--- src/hw/dcc_pkg.sv ---
package dcc_pkg;
    // ==========================================
    // register indices on the access port
    localparam logic [3:0] IDX_STATE = 4'h0;
    localparam logic [3:0] IDX_CMD = 4'h1;
    localparam logic [3:0] IDX_FAULT = 4'h2;
    localparam logic [3:0] IDX_CFG = 4'h3;
    localparam logic [3:0] IDX_BCNT = 4'h4;
    localparam logic [3:0] IDX_BASECNT = 4'h5;
    localparam logic [3:0] IDX_MPTR = 4'h6;
    localparam logic [3:0] IDX_DPTR = 4'h7;
    localparam logic [3:0] IDX_BASEADR = 4'h8;
    localparam logic [3:0] IDX_FC = 4'h9;
    // ==========================================
    // state register bit positions
    localparam int B_FIN = 7;
    localparam int B_BDONE = 6;
    localparam int B_PTERM = 5;
    localparam int B_FAULT = 4;
    localparam int B_RUN = 3;
    localparam int B_FELL = 1;
    localparam int B_LEVEL = 0;
    // command register bit positions
    localparam int B_START = 7;
    localparam int B_CONT = 6;
    localparam int B_HALT = 5;
    localparam int B_KILL = 4;
    localparam int B_PERMIT = 3;
    // ==========================================
    // fault codes
    localparam logic [7:0] FC_CONFIG = 8'h01;
    localparam logic [7:0] FC_TIMING = 8'h02;
    localparam logic [7:0] FC_BUS = 8'h09;
    localparam logic [7:0] FC_COUNT = 8'h0D;
    localparam logic [7:0] FC_ABORT = 8'h11;
    localparam logic [7:0] RST_BYTE = 8'h00;
    // operand sizes, count directions, chain modes
    localparam logic [1:0] SZ_BYTE = 2'h0;
    localparam logic [1:0] SZ_WORD = 2'h1;
    localparam logic [1:0] SZ_LONG = 2'h2;
    localparam logic [1:0] DIR_UP = 2'h1;
    localparam logic [1:0] DIR_DOWN = 2'h2;
    localparam logic [1:0] CH_NONE = 2'h0;
    localparam logic [1:0] CH_ARRAY = 2'h2;
    // ==========================================
    // decoded configuration register
    typedef struct packed {
        logic pcl_irq;
        logic burst;
        logic [1:0] chain;
        logic [1:0] ddir;
        logic [1:0] mdir;
        logic pack;
        logic port16;
        logic [1:0] size;
    } dcc_cfg_t;
    // device write carrier
    typedef struct packed {
        logic [31:0] addr;
        logic [15:0] data;
    } dcc_dev_t;
endpackage

--- src/hw/dcc_channel.sv ---
`timescale 1ns/1ns

// ==========================================
// small synchronous fifo
module dcc_fifo #(
    parameter int WIDTH = 16,
    parameter int DEPTH = 8
) (
    // clock and reset
    input wire logic ref_clk,
    input wire logic rst_b,
    input wire logic flush,
    // fill side
    input wire logic in_valid,
    output logic in_ready,
    input wire logic [WIDTH-1:0] in_data,
    // drain side
    output logic out_valid,
    input wire logic out_ready,
    output logic [WIDTH-1:0] out_data
);
    localparam int AW = $clog2(DEPTH);
    logic [WIDTH-1:0] mem_q [DEPTH]; // word store
    logic [AW-1:0] wp_q, rp_q; // pointers
    logic [AW:0] cnt_q; // fill level
    wire push = in_valid && in_ready;
    wire pop = out_valid && out_ready;
    assign in_ready = (cnt_q != (AW+1)'(DEPTH));
    assign out_valid = (cnt_q != '0);
    assign out_data = mem_q[rp_q];
    // pointers and level
    always_ff @(posedge ref_clk) begin
        if (!rst_b || flush) begin
            wp_q <= '0;
            rp_q <= '0;
            cnt_q <= '0;
        end else begin
            if (push) wp_q <= wp_q + 1'b1;
            if (pop) rp_q <= rp_q + 1'b1;
            cnt_q <= cnt_q + (AW+1)'(push) - (AW+1)'(pop);
        end
    end
    // storage needs no reset
    always_ff @(posedge ref_clk) begin
        if (push) mem_q[wp_q] <= in_data;
    end
endmodule

// ==========================================
// channel control, status and operand mover
module dcc_channel import dcc_pkg::*; #(
    parameter int FIFO_DEPTH = 8
) (
    // clock and reset
    input wire logic ref_clk,
    input wire logic rst_b,
    // register access port
    input wire logic reg_wr,
    input wire logic [3:0] reg_idx,
    input wire logic [31:0] reg_wdata,
    output logic [31:0] reg_rdata,
    // memory read side
    output logic mem_rd,
    output logic [31:0] mem_addr,
    output logic [2:0] mem_fc,
    input wire logic mem_ack,
    input wire logic mem_err,
    input wire logic [15:0] mem_rdata,
    // device write side
    output logic dev_wr,
    output dcc_dev_t dev_out,
    input wire logic dev_ack,
    input wire logic dev_err,
    // peripheral lines
    input wire logic xfer_req,
    input wire logic periph_done,
    input wire logic peripheral_control_pin,
    output logic done_pulse,
    output logic irq
);
    typedef enum logic [1:0] {
        ST_IDLE = 2'b00,
        ST_MOVE = 2'b01,
        ST_END = 2'b11
    } dcc_st_t;
    // ==========================================
    // storage
    dcc_st_t st_q;
    logic [7:0] state_q, fault_code_reg, rdata_d;
    logic start_request, continue_block_flag, halt_q, soft_kill, permit_q;
    dcc_cfg_t cfg_q;
    logic [15:0] block_count_reg, base_cnt_q, holding_latch;
    logic [31:0] memory_pointer, device_pointer, base_adr_q;
    logic [2:0] fc_q, base_fc_q;
    logic pend_q, req_q, done_q;
    logic [2:0] fetch_left, drain_left; // parts still to move
    logic [1:0] byte_left; // bytes left in latch
    logic [1:0] pcl_hist; // last two pin samples
    // ==========================================
    // address step, signed by count direction
    function automatic logic [31:0] stepped(input logic [31:0] a, input logic [1:0] dir,
                                            input logic [1:0] amt);
        logic [31:0] s;
        s = {30'h0, amt};
        case (dir)
            DIR_UP: stepped = a + s;
            DIR_DOWN: stepped = a - s;
            default: stepped = a;
        endcase
    endfunction
    // ==========================================
    // decode
    wire wr_state = reg_wr && reg_idx == IDX_STATE;
    wire wr_cmd = reg_wr && reg_idx == IDX_CMD;
    wire is_byte = cfg_q.size == SZ_BYTE;
    wire is_long = cfg_q.size == SZ_LONG;
    wire busy_flags = |state_q[B_FIN:B_RUN];
    wire cfg_bad = cfg_q.size == 2'h3 || cfg_q.chain == 2'h1 || cfg_q.ddir == 2'h3
        || cfg_q.mdir == 2'h3;
    wire cnt_bad = block_count_reg == '0 || (cfg_q.chain == CH_ARRAY && base_cnt_q == '0);
    wire running = state_q[B_RUN];
    // memory always 16-bit: word parts step 2, bytes step P
    wire [1:0] p_step = cfg_q.pack ? 2'd2 : 2'd1;
    wire [1:0] m_step = is_byte ? p_step : 2'd2;
    wire [1:0] d_step = (!cfg_q.port16 || !is_byte) ? 2'd2 : p_step;
    wire [2:0] m_parts = is_long ? 3'd2 : 3'd1;
    wire [2:0] d_parts = cfg_q.port16 ? m_parts : (is_byte ? 3'd1 : (is_long ? 3'd4 : 3'd2));
    wire [1:0] bytes_per_word = (!cfg_q.port16 && !is_byte) ? 2'd2 : 2'd1;
    // start and continue handling on a command write
    wire start_w = wr_cmd && reg_wdata[B_START];
    wire cont_w = wr_cmd && reg_wdata[B_CONT];
    wire start_err = start_request && (busy_flags || cfg_bad || cnt_bad);
    wire start_ok = start_request && !start_err;
    wire cont_late = cont_w && !start_w && (!running || state_q[B_BDONE]);
    wire cont_chain = cont_w && cfg_q.chain != CH_NONE;
    wire kill = wr_cmd && reg_wdata[B_KILL] && running;
    // ==========================================
    // fifo and mover handshakes
    logic fifo_in_ready, fifo_out_valid;
    logic [15:0] fifo_out;
    wire moving = st_q == ST_MOVE;
    assign mem_rd = moving && fetch_left != '0 && fifo_in_ready;
    assign dev_wr = moving && byte_left != '0;
    wire pop = moving && byte_left == '0 && drain_left != '0 && fifo_out_valid;
    wire bus_err = (mem_rd && mem_err) || (dev_wr && dev_err);
    wire pterm = dev_wr && periph_done;
    wire abort = moving && (bus_err || pterm);
    wire have_req = cfg_q.burst ? xfer_req : pend_q;
    wire go = st_q == ST_IDLE && running && !halt_q && have_req && !kill;
    wire [15:0] cnt_next = block_count_reg - 16'h1;
    wire blk_end = st_q == ST_END && cnt_next == '0;
    wire do_cont = blk_end && continue_block_flag;
    wire fell = pcl_hist == 2'b10 && !peripheral_control_pin;
    assign mem_addr = memory_pointer;
    assign mem_fc = fc_q;
    assign dev_out = '{addr: device_pointer, data: holding_latch};
    assign done_pulse = done_q;
    assign irq = permit_q && (|state_q[B_FIN:B_FAULT] || (cfg_q.pcl_irq && state_q[B_FELL]));
    dcc_fifo #(.WIDTH(16), .DEPTH(FIFO_DEPTH)) u_fifo (
        .ref_clk(ref_clk),
        .rst_b(rst_b),
        .flush(!moving),
        .in_valid(mem_rd && mem_ack && !mem_err),
        .in_ready(fifo_in_ready),
        .in_data(mem_rdata),
        .out_valid(fifo_out_valid),
        .out_ready(pop),
        .out_data(fifo_out)
    );
    // ==========================================
    // next state flags: event sets win over clears
    logic [7:0] st_d, code_d;
    always_comb begin
        st_d = state_q;
        code_d = fault_code_reg;
        if (wr_state) st_d[7:1] = state_q[7:1] & ~{reg_wdata[7:4], 1'b0, reg_wdata[2:1]};
        st_d[B_LEVEL] = peripheral_control_pin;
        if (fell) st_d[B_FELL] = 1'b1;
        if (start_ok) st_d[B_RUN] = 1'b1;
        if (start_err || cont_late || cont_chain) st_d[B_FAULT] = 1'b1;
        if (start_err) code_d = busy_flags ? FC_TIMING : (cfg_bad ? FC_CONFIG : FC_COUNT);
        if (cont_chain) code_d = FC_CONFIG;
        else if (cont_late) code_d = FC_TIMING;
        if (kill) begin
            st_d[B_FAULT] = 1'b1;
            st_d[B_FIN] = 1'b1;
            st_d[B_RUN] = 1'b0;
            code_d = FC_ABORT;
        end
        if (abort) begin
            st_d[B_RUN] = 1'b0;
            st_d[B_FIN] = 1'b1;
            if (pterm) st_d[B_PTERM] = 1'b1;
            if (bus_err) begin
                st_d[B_FAULT] = 1'b1;
                code_d = FC_BUS;
            end
        end
        if (blk_end && !do_cont) begin
            st_d[B_RUN] = 1'b0;
            st_d[B_FIN] = 1'b1;
        end
        if (do_cont) begin
            st_d[B_BDONE] = 1'b1;
            if (base_cnt_q == '0) begin
                st_d[B_FAULT] = 1'b1;
                st_d[B_FIN] = 1'b1;
                st_d[B_RUN] = 1'b0;
                code_d = FC_COUNT;
            end
        end
    end
    // ==========================================
    // flags, command and fault code
    always_ff @(posedge ref_clk) begin
        if (!rst_b) begin
            state_q <= RST_BYTE;
            fault_code_reg <= RST_BYTE;
            start_request <= 1'b0;
            continue_block_flag <= 1'b0;
            halt_q <= 1'b0;
            soft_kill <= 1'b0;
            permit_q <= 1'b0;
            pcl_hist <= 2'b11;
        end else begin
            state_q <= st_d;
            fault_code_reg <= code_d;
            pcl_hist <= {pcl_hist[0], peripheral_control_pin};
            start_request <= start_w;
            if (wr_cmd) begin
                halt_q <= reg_wdata[B_HALT];
                permit_q <= reg_wdata[B_PERMIT];
            end
            if (cont_w && !cont_late && !cont_chain) continue_block_flag <= 1'b1;
            else if (do_cont) continue_block_flag <= 1'b0;
            if (kill) soft_kill <= 1'b1;
            else if (!st_d[B_FAULT]) soft_kill <= 1'b0;
        end
    end
    // ==========================================
    // software-loaded setup registers
    always_ff @(posedge ref_clk) begin
        if (!rst_b) begin
            cfg_q <= '0;
            base_cnt_q <= '0;
            base_adr_q <= '0;
            base_fc_q <= '0;
        end else if (reg_wr) begin
            if (reg_idx == IDX_CFG) cfg_q <= reg_wdata[$bits(dcc_cfg_t)-1:0];
            if (reg_idx == IDX_BASECNT) base_cnt_q <= reg_wdata[15:0];
            if (reg_idx == IDX_BASEADR) base_adr_q <= reg_wdata;
            if (reg_idx == IDX_FC) base_fc_q <= reg_wdata[6:4];
        end
    end
    // ==========================================
    // pointers and block count; hardware moves win over writes
    always_ff @(posedge ref_clk) begin
        if (!rst_b) begin
            memory_pointer <= '0;
            device_pointer <= '0;
            block_count_reg <= '0;
            fc_q <= '0;
        end else begin
            if (reg_wr && reg_idx == IDX_MPTR) memory_pointer <= reg_wdata;
            if (reg_wr && reg_idx == IDX_DPTR) device_pointer <= reg_wdata;
            if (reg_wr && reg_idx == IDX_BCNT) block_count_reg <= reg_wdata[15:0];
            if (reg_wr && reg_idx == IDX_FC) fc_q <= reg_wdata[2:0];
            if (mem_rd && mem_ack && !mem_err)
                memory_pointer <= stepped(memory_pointer, cfg_q.mdir, m_step);
            if (dev_wr && dev_ack && !dev_err)
                device_pointer <= stepped(device_pointer, cfg_q.ddir, d_step);
            if (st_q == ST_END) block_count_reg <= cnt_next;
            if (do_cont) begin
                memory_pointer <= base_adr_q;
                fc_q <= base_fc_q;
                block_count_reg <= base_cnt_q;
            end
        end
    end
    // ==========================================
    // operand sequencer
    always_ff @(posedge ref_clk) begin
        if (!rst_b) begin
            st_q <= ST_IDLE;
            fetch_left <= '0;
            drain_left <= '0;
        end else begin
            case (st_q)
                ST_IDLE: if (go) begin
                    st_q <= ST_MOVE;
                    fetch_left <= m_parts;
                    drain_left <= d_parts;
                end
                ST_MOVE: begin
                    if (mem_rd && mem_ack) fetch_left <= fetch_left - 3'd1;
                    if (dev_wr && dev_ack) drain_left <= drain_left - 3'd1;
                    if (abort || kill) st_q <= ST_IDLE;
                    else if (dev_wr && dev_ack && drain_left == 3'd1) st_q <= ST_END;
                end
                ST_END: st_q <= ST_IDLE;
                default: st_q <= ST_IDLE;
            endcase
        end
    end
    // ==========================================
    // holding latch: upper byte goes out first
    always_ff @(posedge ref_clk) begin
        if (!rst_b) begin
            holding_latch <= '0;
            byte_left <= '0;
        end else if (!moving) begin
            byte_left <= '0;
        end else if (pop) begin
            holding_latch <= (!cfg_q.port16 && is_byte) ? {fifo_out[7:0], 8'h00} : fifo_out;
            byte_left <= bytes_per_word;
        end else if (dev_wr && dev_ack) begin
            holding_latch <= {holding_latch[7:0], 8'h00};
            byte_left <= byte_left - 2'd1;
        end
    end
    // ==========================================
    // requests, done strobe, read data
    always_ff @(posedge ref_clk) begin
        if (!rst_b) begin
            pend_q <= 1'b0;
            req_q <= 1'b0;
            done_q <= 1'b0;
            reg_rdata <= '0;
        end else begin
            req_q <= xfer_req;
            // request edges are kept even while halted
            if (start_ok) pend_q <= 1'b0;
            else if (xfer_req && !req_q) pend_q <= 1'b1;
            else if (go) pend_q <= 1'b0;
            done_q <= blk_end;
            reg_rdata <= {24'h0, rdata_d};
        end
    end
    // read mux; cfg, count and pointer registers show their low byte, base and FC registers read zero
    always_comb begin
        case (reg_idx)
            IDX_STATE: rdata_d = state_q;
            IDX_CMD: rdata_d = {start_request, continue_block_flag, halt_q, 1'b0, permit_q,
                3'h0};
            IDX_FAULT: rdata_d = fault_code_reg;
            IDX_CFG: rdata_d = cfg_q[7:0];
            IDX_BCNT: rdata_d = block_count_reg[7:0];
            IDX_MPTR: rdata_d = memory_pointer[7:0];
            IDX_DPTR: rdata_d = device_pointer[7:0];
            default: rdata_d = RST_BYTE;
        endcase
    end
    // ==========================================
    // checks
    a_start_runs: assert property (@(posedge ref_clk) disable iff (!rst_b)
        start_ok |=> state_q[B_RUN] && !start_request && !pend_q)
        else $error("start did not activate channel");
    a_busy_timing: assert property (@(posedge ref_clk) disable iff (!rst_b)
        start_request && busy_flags |=> state_q[B_FAULT] && fault_code_reg == FC_TIMING)
        else $error("busy start not refused");
    a_kill_abort: assert property (@(posedge ref_clk) disable iff (!rst_b)
        kill |=> !state_q[B_RUN] && state_q[B_FIN] && fault_code_reg == FC_ABORT)
        else $error("soft kill did not abort");
    a_halt_quiet: assert property (@(posedge ref_clk) disable iff (!rst_b)
        halt_q && st_q == ST_IDLE |=> st_q == ST_IDLE)
        else $error("halted channel moved");
    a_irq_gate: assert property (@(posedge ref_clk) disable iff (!rst_b)
        !permit_q |-> !irq)
        else $error("interrupt without permit");
    a_done_block: assert property (@(posedge ref_clk) disable iff (!rst_b)
        do_cont |=> done_pulse && state_q[B_BDONE] && !continue_block_flag)
        else $error("continuation missed done");
    a_fell_flag: assert property (@(posedge ref_clk) disable iff (!rst_b)
        $fell(pcl_hist[1]) && !pcl_hist[0] && !peripheral_control_pin |=> state_q[B_FELL])
        else $error("line fall not flagged");
    a_w1c_keep: assert property (@(posedge ref_clk) disable iff (!rst_b)
        wr_state && reg_wdata[B_FIN] == 1'b0 && state_q[B_FIN] |=> state_q[B_FIN])
        else $error("zero write cleared flag");
    a_long_step: assert property (@(posedge ref_clk) disable iff (!rst_b)
        mem_rd && mem_ack && !mem_err && cfg_q.mdir == DIR_UP && !is_byte
        |=> memory_pointer == $past(memory_pointer) + 32'h2 || do_cont)
        else $error("memory part step not two");
endmodule

--- config.mk ---
export PLATFORM = sky130hd
export DESIGN_NAME = dcc_channel
export DESIGN_NICKNAME = d
export VERILOG_FILES = /design/src/hw/dcc_pkg.sv /design/src/hw/dcc_channel.sv
export SDC_FILE = /design/constraint.sdc
export NUM_CORES = 1
export LEC_CHECK = 0
export BUFFER_PORTS_ARGS = -buffer_cell sky130_fd_sc_hd__clkbuf_2
export CAP_MARGIN = 20
export CORE_ASPECT_RATIO = 1.1
export CORE_UTILIZATION = 45
export DETAILED_ROUTE_END_ITERATION = 8
export SLEW_MARGIN = 20
export SYNTH_ARGS = -nofsm -noshare
export SYNTH_HDL_FRONTEND = slang
export SYNTH_SLANG_ARGS = --single-unit
--- constraint.sdc ---
create_clock -name ref_clk -period 8 [get_ports ref_clk]
set_clock_uncertainty 0.1 [all_clocks]
set_input_delay 0 -clock ref_clk [delete_from_list [all_inputs] [get_ports ref_clk]]
set_output_delay 0 -clock ref_clk [all_outputs]
set_load 0.01 [all_outputs]
==> results by group, run 1 <==
Layout
  • Layout cells sized above 1: 0.141
  • Fillers: between 3k and 4k
  • Largest register FFs: 128
  • Nets: 2,272
  • Layout Utilization: 0.530
  • Finished Layout Cells: 2,664
  • Area delta synth->final: 15.5%
  • Cell area after layout: between 20,000 and 25,000 um^2
  • Most flop-heavy register: u_fifo.mem_q

Place
  • HPWL after DPL: around 39,000 um
  • Placed cells: 2,537
  • Placement Cell Area: roughly 20,000 um^2
  • Gpl congestion: 0.920
  • IO buf count: ~160

Detailed routing
  • First DRT Iteration DRCs: 1,065
  • Detailed Route WL: 56,600 um
  • Vias: 15.7k
  • Wirelength per Cell: around 21 um
  • Vias per inst: 5.89
  • Antenna Nets Post-Route: 0
  • DRC: 0
  • Pre-antenna DRT Iters: 5

Timing
  • Min Tclk post-route: 4.76 ns
  • Max Clk Rate: 0.210 GHz
  • Final setup viols: 0
  • Pins over their slew limit: 0
  • Worst Max-Slew Pin Slew: ~1.1 ns
  • Final Hold Fails: 0
  • RSZ-0062 raised after global routing: no
  • Slew headroom: 0.279
  • Period utilization: 0.595
  • Setup TNS: 0 ns

Synth
  • Synth top area cells: dfxtp_1 24%, edfxtp_1 21%, nand2_1 6.2%
  • Async set or reset register ratio after synthesis: 0
  • Syn_area_per_cell: 9.38 um^2
  • Distinct cells, synth: between 80 and 90
  • Cell Area, Synth: 18,500 um^2
  • Area leader, netlist: dfxtp_1
  • FF+latch count, synth: 346
  • Count leader, synth: nand2_1
  • Most used flip-flop cell after synthesis: dfxtp_1
  • Post-Synthesis Cells: 1,975
  • Number of synthesized flops with an enable pin: 128
  • Warnings, synthesis: 0
  • Synth top area share: 0.236
  • Commonest cells post-synth: 308 x nand2_1, 218 x dfxtp_1, 185 x a21oi_1
  • Sequential area share after synthesis: 0.443

Clock tree
  • Inserted Clock Buffers: 37
  • CTS sink count: 346
  • CTS Buffer Depth: 3
  • Worst-path clk slew: ~0.060 ns
  • Total setup buffers inserted after CTS: 0
  • CTS tree: yes
  • Root Buffer: clkbuf_16
  • H-Tree Depth: 2
  • PostCTS Resize Cnt: 0
  • Clk Latency, worst-skew pair: roughly 0.54 ns

Pwr
  • Pwr per Cell Area: ~180 nW/um^2
  • Leak: approximately 8.4 nW
  • Pwr Total: 3.78 mW
  • VDD IR max: between 0.15 and 0.2 mV

Global route
  • Total global routing overflow: 0
  • Antenna violations before repair: 2
  • Vias in the first global route: between 15k and 20k
  • Largest net degree at the start of global routing: 84
  • Global-route wire length before repair: 88,000 um
  • GRT Overall Usage: 0.268

Worst setup path
  • FF-to-FF Start: st_q[1]$_SDFFE_PN0P_
  • Data required, critical path: 8.28 ns
  • Worst Setup End Kind: register
  • Setup crit start: st_q[1]$_SDFFE_PN0P_
  • Crit start category: register
  • Critical path class: reg2reg
  • Critical path peak fanout: 28
  • WP data arrival: 5.04 ns

Floorplan
  • Die X: 195 um
  • Cell Rows: 77
  • Core area: 40,400 um^2
  • Die area: around 42,000 um^2
  • Die height: 215 um
  • Initial Utilization: 0.459
  • # IOs: 181

Hold path
  • Worst hold start: reg_wr
  • Hold Path Class: in2reg

Run
  • Max Cap Violations: 0

Status
  • Status: finished clean
## power breakdown
part / switching (mW) / internal (mW)
combinational: 0.149 / 0.0861
sequential: 0.0170 / 1.84
clock: 0.698 / 0.993
## stage by stage
step	worst slack (ns)	hold slack (ns)
after floorplan	3.81	-0.00113
after global placement	3.46	0.108
after detailed placement	3.30	0.115
after CTS	3.28	0.0878
after global routing	2.75	0.144
final	3.24	0.111
## cell families after synthesis
kind of cell / synth area share
and+or+nand+nor: 0.165
DFF: 0.443
muxes: 0.0647
buffers and inverters: 0.0448
xor gates and xnor gates: 0.0345
adders and majority gates: 0.0593
other: 0.000203
AOI/OAI and AO/OA: 0.188
## worst max-delay path, stage by stage (launching register included)
cell and delay [ns]:
dfxtp_1 0.34, nand2b_1 0.29, nor2_1 0.71, nand2_1 0.59, or2_1 0.77, nor2_2 0.97
nor2b_2 0.24, buf_4 0.27, a211oi_1 0.25, nor3_1 0.07
## area by class of cell
| type | count | area, um^2 | area share |
|---|---|---|---|
| multi-input cells | 1460 | 9640 | 0.451 |
| clock inverters | 8 | 76.3 | 0.00357 |
| diodes | 1 | 2.50 | 0.000117 |
| well taps | 513 | 642 | 0.0300 |
| inverters | 40 | 153 | 0.00713 |
| flip-flops and latches | 346 | 8210 | 0.384 |
| clock buffers | 57 | 1110 | 0.0521 |
| repair buffers | 239 | 1560 | 0.0727 |
## path summary, 6_finish.rpt
kind	endpoint	cells past startpoint	slack [ns]
setup / recovery	device_pointer[3]$_SDFFE_PN0P_	9	3.24
hold / removal	state_q[2]$_SDFFE_PN0P_	3	0.11
setup reg to reg	device_pointer[3]$_SDFFE_PN0P_	9	3.24
hold reg to reg	state_q[2]$_SDFFE_PN0P_	2	0.34
## per-layer routing
layer | wire length, um | share of wire | track usage | up-vias
met5 | 10 | 0.00018 | 0 | -
met4 | 2590 | 0.046 | 0.121 | 2
met3 | 2860 | 0.051 | 0.0374 | 120
met2 | 27500 | 0.49 | 0.460 | 493
met1 | 23600 | 0.42 | 0.334 | 7592
li1 | - | - | - | 7497
## layout by cell type, fill, tap and decap left out, types with 20 or more instances in the layout
cell	Yosys	final
a21oi_1	185	185
a31oi_1	23	23
nand3_1	51	51
o21ai_0	57	57
nand2_1	308	308
dfxtp_1	218	216
mux2i_1	32	32
dlygate4sd3_1	0	61
a311oi_1	20	20
ha_1	83	83
nor3_1	34	30
clkbuf_16	0	40
mux4_2	33	33
conb_1	1	24
nor2_1	128	127
xnor2_1	45	45
edfxtp_1	128	128
nand2b_1	22	22
inv_1	38	38
and3_1	20	20
clkbuf_2	1	156
buf_4	24	22
a21o_1	40	40
xor2_1	28	28
o211ai_1	35	35
a211oi_1	39	39
## timing repair
item / 4_1_cts / 5_1_grt
hold buffers: 61 / 0
endpoints found under the setup margin: 0 / 0
hold endpoints to repair: 293 / 0
Note: power is estimated with default switching activity, not from simulation.
==> inputs of run 2 (changes only) <==
- clock period: 8 -> 4.65 ns (I/O delays scaled with it)
==> run 2 against run 1 <==
Effect of this change:
- flip-flop and latch count unchanged
- sequential share of layout area decreased by 0.39 points
- sequential power increased by 72%
- largest power group is now clock
- wire length increased by 1.5%
- highest routed layer unchanged
- hold slack got worse by 0.034 ns
- combinational power increased by 73%
- maximum frequency increased by 18%
- cell count increased by 0.86%
- largest cell class unchanged
- count of clock-buffer cells in the layout decreased by 2
- cell area increased by 1.0%
- global-route usage increased by 0.52 points
==> results by group, run 2 (synthesis gave the netlist of run 1 again) <==
Status
  • Status: finished clean

Clock tree
  • CTS sink count: between 300 and 400
  • Inserted Clock Buffers: 40
  • Clk Latency, worst-skew pair: 0.57 ns
  • CTS Buffer Depth: 3
  • H-Tree Depth: 2
  • Worst-path clk slew: around 0.07 ns
  • Root Buffer: clkbuf_16
  • PostCTS Resize Cnt: 0
  • CTS tree: yes

Layout
  • Layout cells sized above 1: 0.152
  • Area delta synth->final: 16.7%
  • Nets: 2,287
  • Cell area after layout: 21,600 um^2
  • Most common cell after layout, fill and taps aside: nand2_1
  • Most flop-heavy register: u_fifo.mem_q
  • Largest register FFs: 128
  • Commonest cells after routing, fill and taps aside: 308 x nand2_1, 216 x dfxtp_1, 185 x a21oi_1, 158 x clkbuf_2, 128 x edfxtp_1
  • Fillers: approximately 3.7k

Worst setup path
  • R2R setup slack: 0.60 ns
  • Data required, critical path: 5.01 ns
  • Worst Setup End Kind: register
  • Crit start category: register
  • FF-to-FF Start: block_count_reg[0]$_SDFFE_PN0P_
  • WP data arrival: between 4 and 5 ns
  • Critical path class: reg2reg
  • Setup crit start: block_count_reg[0]$_SDFFE_PN0P_
  • Critical path peak fanout: 27

Detailed routing
  • Wirelength per Cell: 21.4 um
  • DRC: 0
  • Vias per inst: 5.88
  • Detailed Route WL: 57,400 um
  • Antenna Nets Post-Route: 0
  • First DRT Iteration DRCs: 1,110
  • Pre-antenna DRT Iters: 7
  • Vias: 15.8k

Global route
  • GR Util met1: 0.345
  • Largest net degree at the start of global routing: 96
  • Antenna violations before repair: 7
  • Vias in the first global route: 15.2k
  • GRT Overall Usage: 0.274
  • Most Crowded Layer GR: met2
  • Met3 Use GR: 0.0336
  • Global-route wire length before repair: 88,800 um
  • Total global routing overflow: 0
  • M2 GR Usage: 0.461

Floorplan
  • Core area: 40,400 um^2
  • Die height: 215 um
  • Die area: 42,000 um^2
  • # IOs: 181
  • Die X: 195 um
  • Initial Utilization: 0.459
  • Cell Rows: 77

Timing
  • Period utilization: 0.870
  • Max Clk Rate: ~0.25 GHz
  • Min Tclk post-route: around 4.0 ns
  • Final setup viols: 0
  • Final Hold Fails: 0
  • Worst Max-Slew Pin Slew: approximately 1.1 ns
  • Setup TNS: 0 ns
  • Slew headroom: 0.245
  • Pins over their slew limit: 0
  • RSZ-0062 raised after global routing: no

Place
  • Placement Cell Area: between 15,000 and 20,000 um^2
  • IO buf count: between 150 and 200
  • HPWL after DPL: 40,100 um
  • Gpl congestion: 0.977

Run
  • Max Cap Violations: 0

Hold path
  • Hold Path Class: in2reg
  • Worst hold start: reg_wr

Pwr
  • Pwr per Cell Area: 314 nW/um^2
  • VDD IR max: 0.319 mV
  • Leak: approximately 8.5 nW
-- run 2: cell types whose count changed in the layout (fill, tap and decap cells not counted), moves of 2 or more --
cell / previous run / this run
clkinvlp_4: 1 / 3
clkbuf_1: 12 / 7
clkbuf_2: 156 / 158
inv_6: 0 / 3
bufinv_16: 1 / 3
clkinv_2: 3 / 5
clkinv_1: 2 / 0
buf_4: 22 / 34
diode_2: 1 / 5
-- run 2: metrics by stage --
| stage | hold WS [ns] | utilization | power, mW | setup WS, ns | instances |
|---|---|---|---|---|---|
| floorplan | -0.00113 | - | 3.47 | 0.463 | 1998 |
| global placement | 0.116 | 0.487 | 3.61 | 0.799 | 2549 |
| detailed placement | 0.116 | 0.487 | 3.62 | 0.695 | 2549 |
| CTS | 0.0419 | 0.535 | 6.85 | 0.665 | 2682 |
| global route | 0.0764 | 0.536 | 6.99 | 0.309 | 2687 |
| finish | 0.0771 | 0.536 | 6.79 | 0.602 | 2687 |
-- run 2: final cells by class --
cell class                 count  area (um^2)  area share
tap                          513          642      0.0297
clock inverter                17          195     0.00903
clock buffer                  55         1130      0.0523
antenna                        5         12.5    0.000579
timing repair buffer         251         1650      0.0762
sequential                   346         8210       0.380
multi-input combinational   1460         9630       0.445
inverter                      40          153     0.00706
-- run 2: worst max-delay path: stages (launching register included) --
cell and delay (ns):
dfxtp_1 0.39, inv_1 0.13, ha_1 0.31, or4b_1 0.54, nor4_2 0.35, nand2_1 0.11, xnor2_1 0.16, nor4_1 0.56
and2_2 0.68, buf_4 0.29, nand2_1 0.07, a311oi_1 0.27
-- run 2: final timing paths --
| kind | end | cells after the start |
|---|---|---|
| hold / removal | state_q[2]$_SDFFE_PN0P_ | 3 |
| setup / recovery | block_count_reg[13]$_SDFFE_PN0P_ | 11 |
| setup reg to reg | block_count_reg[13]$_SDFFE_PN0P_ | 11 |
| hold reg to reg | pcl_hist[1]$_SDFF_PN1_ | 1 |
-- run 2: power by group --
| part | total, mW | internal [mW] | switching, mW |
|---|---|---|---|
| Combinational | 0.406 | 0.150 | 0.256 |
| Sequential | 3.19 | 3.16 | 0.0296 |
| Clock | 3.20 | 1.88 | 1.31 |
-- run 2: per-layer routing --
| layer | part of all wire | vias to the layer above |
|---|---|---|
| li1 | - | 7554 |
| met2 | 0.48 | 529 |
| met4 | 0.049 | 4 |
| met5 | 0.00045 | - |
| met1 | 0.42 | 7564 |
| met3 | 0.052 | 152 |
-- run 2: repair_timing --
| action | CTS | global route |
|---|---|---|
| buffers inserted | 0 | 0 |
| endpoints found under the setup margin | 0 | 0 |
| endpoints found under the hold margin | 296 | 0 |
| hold buffers | 61 | 0 |
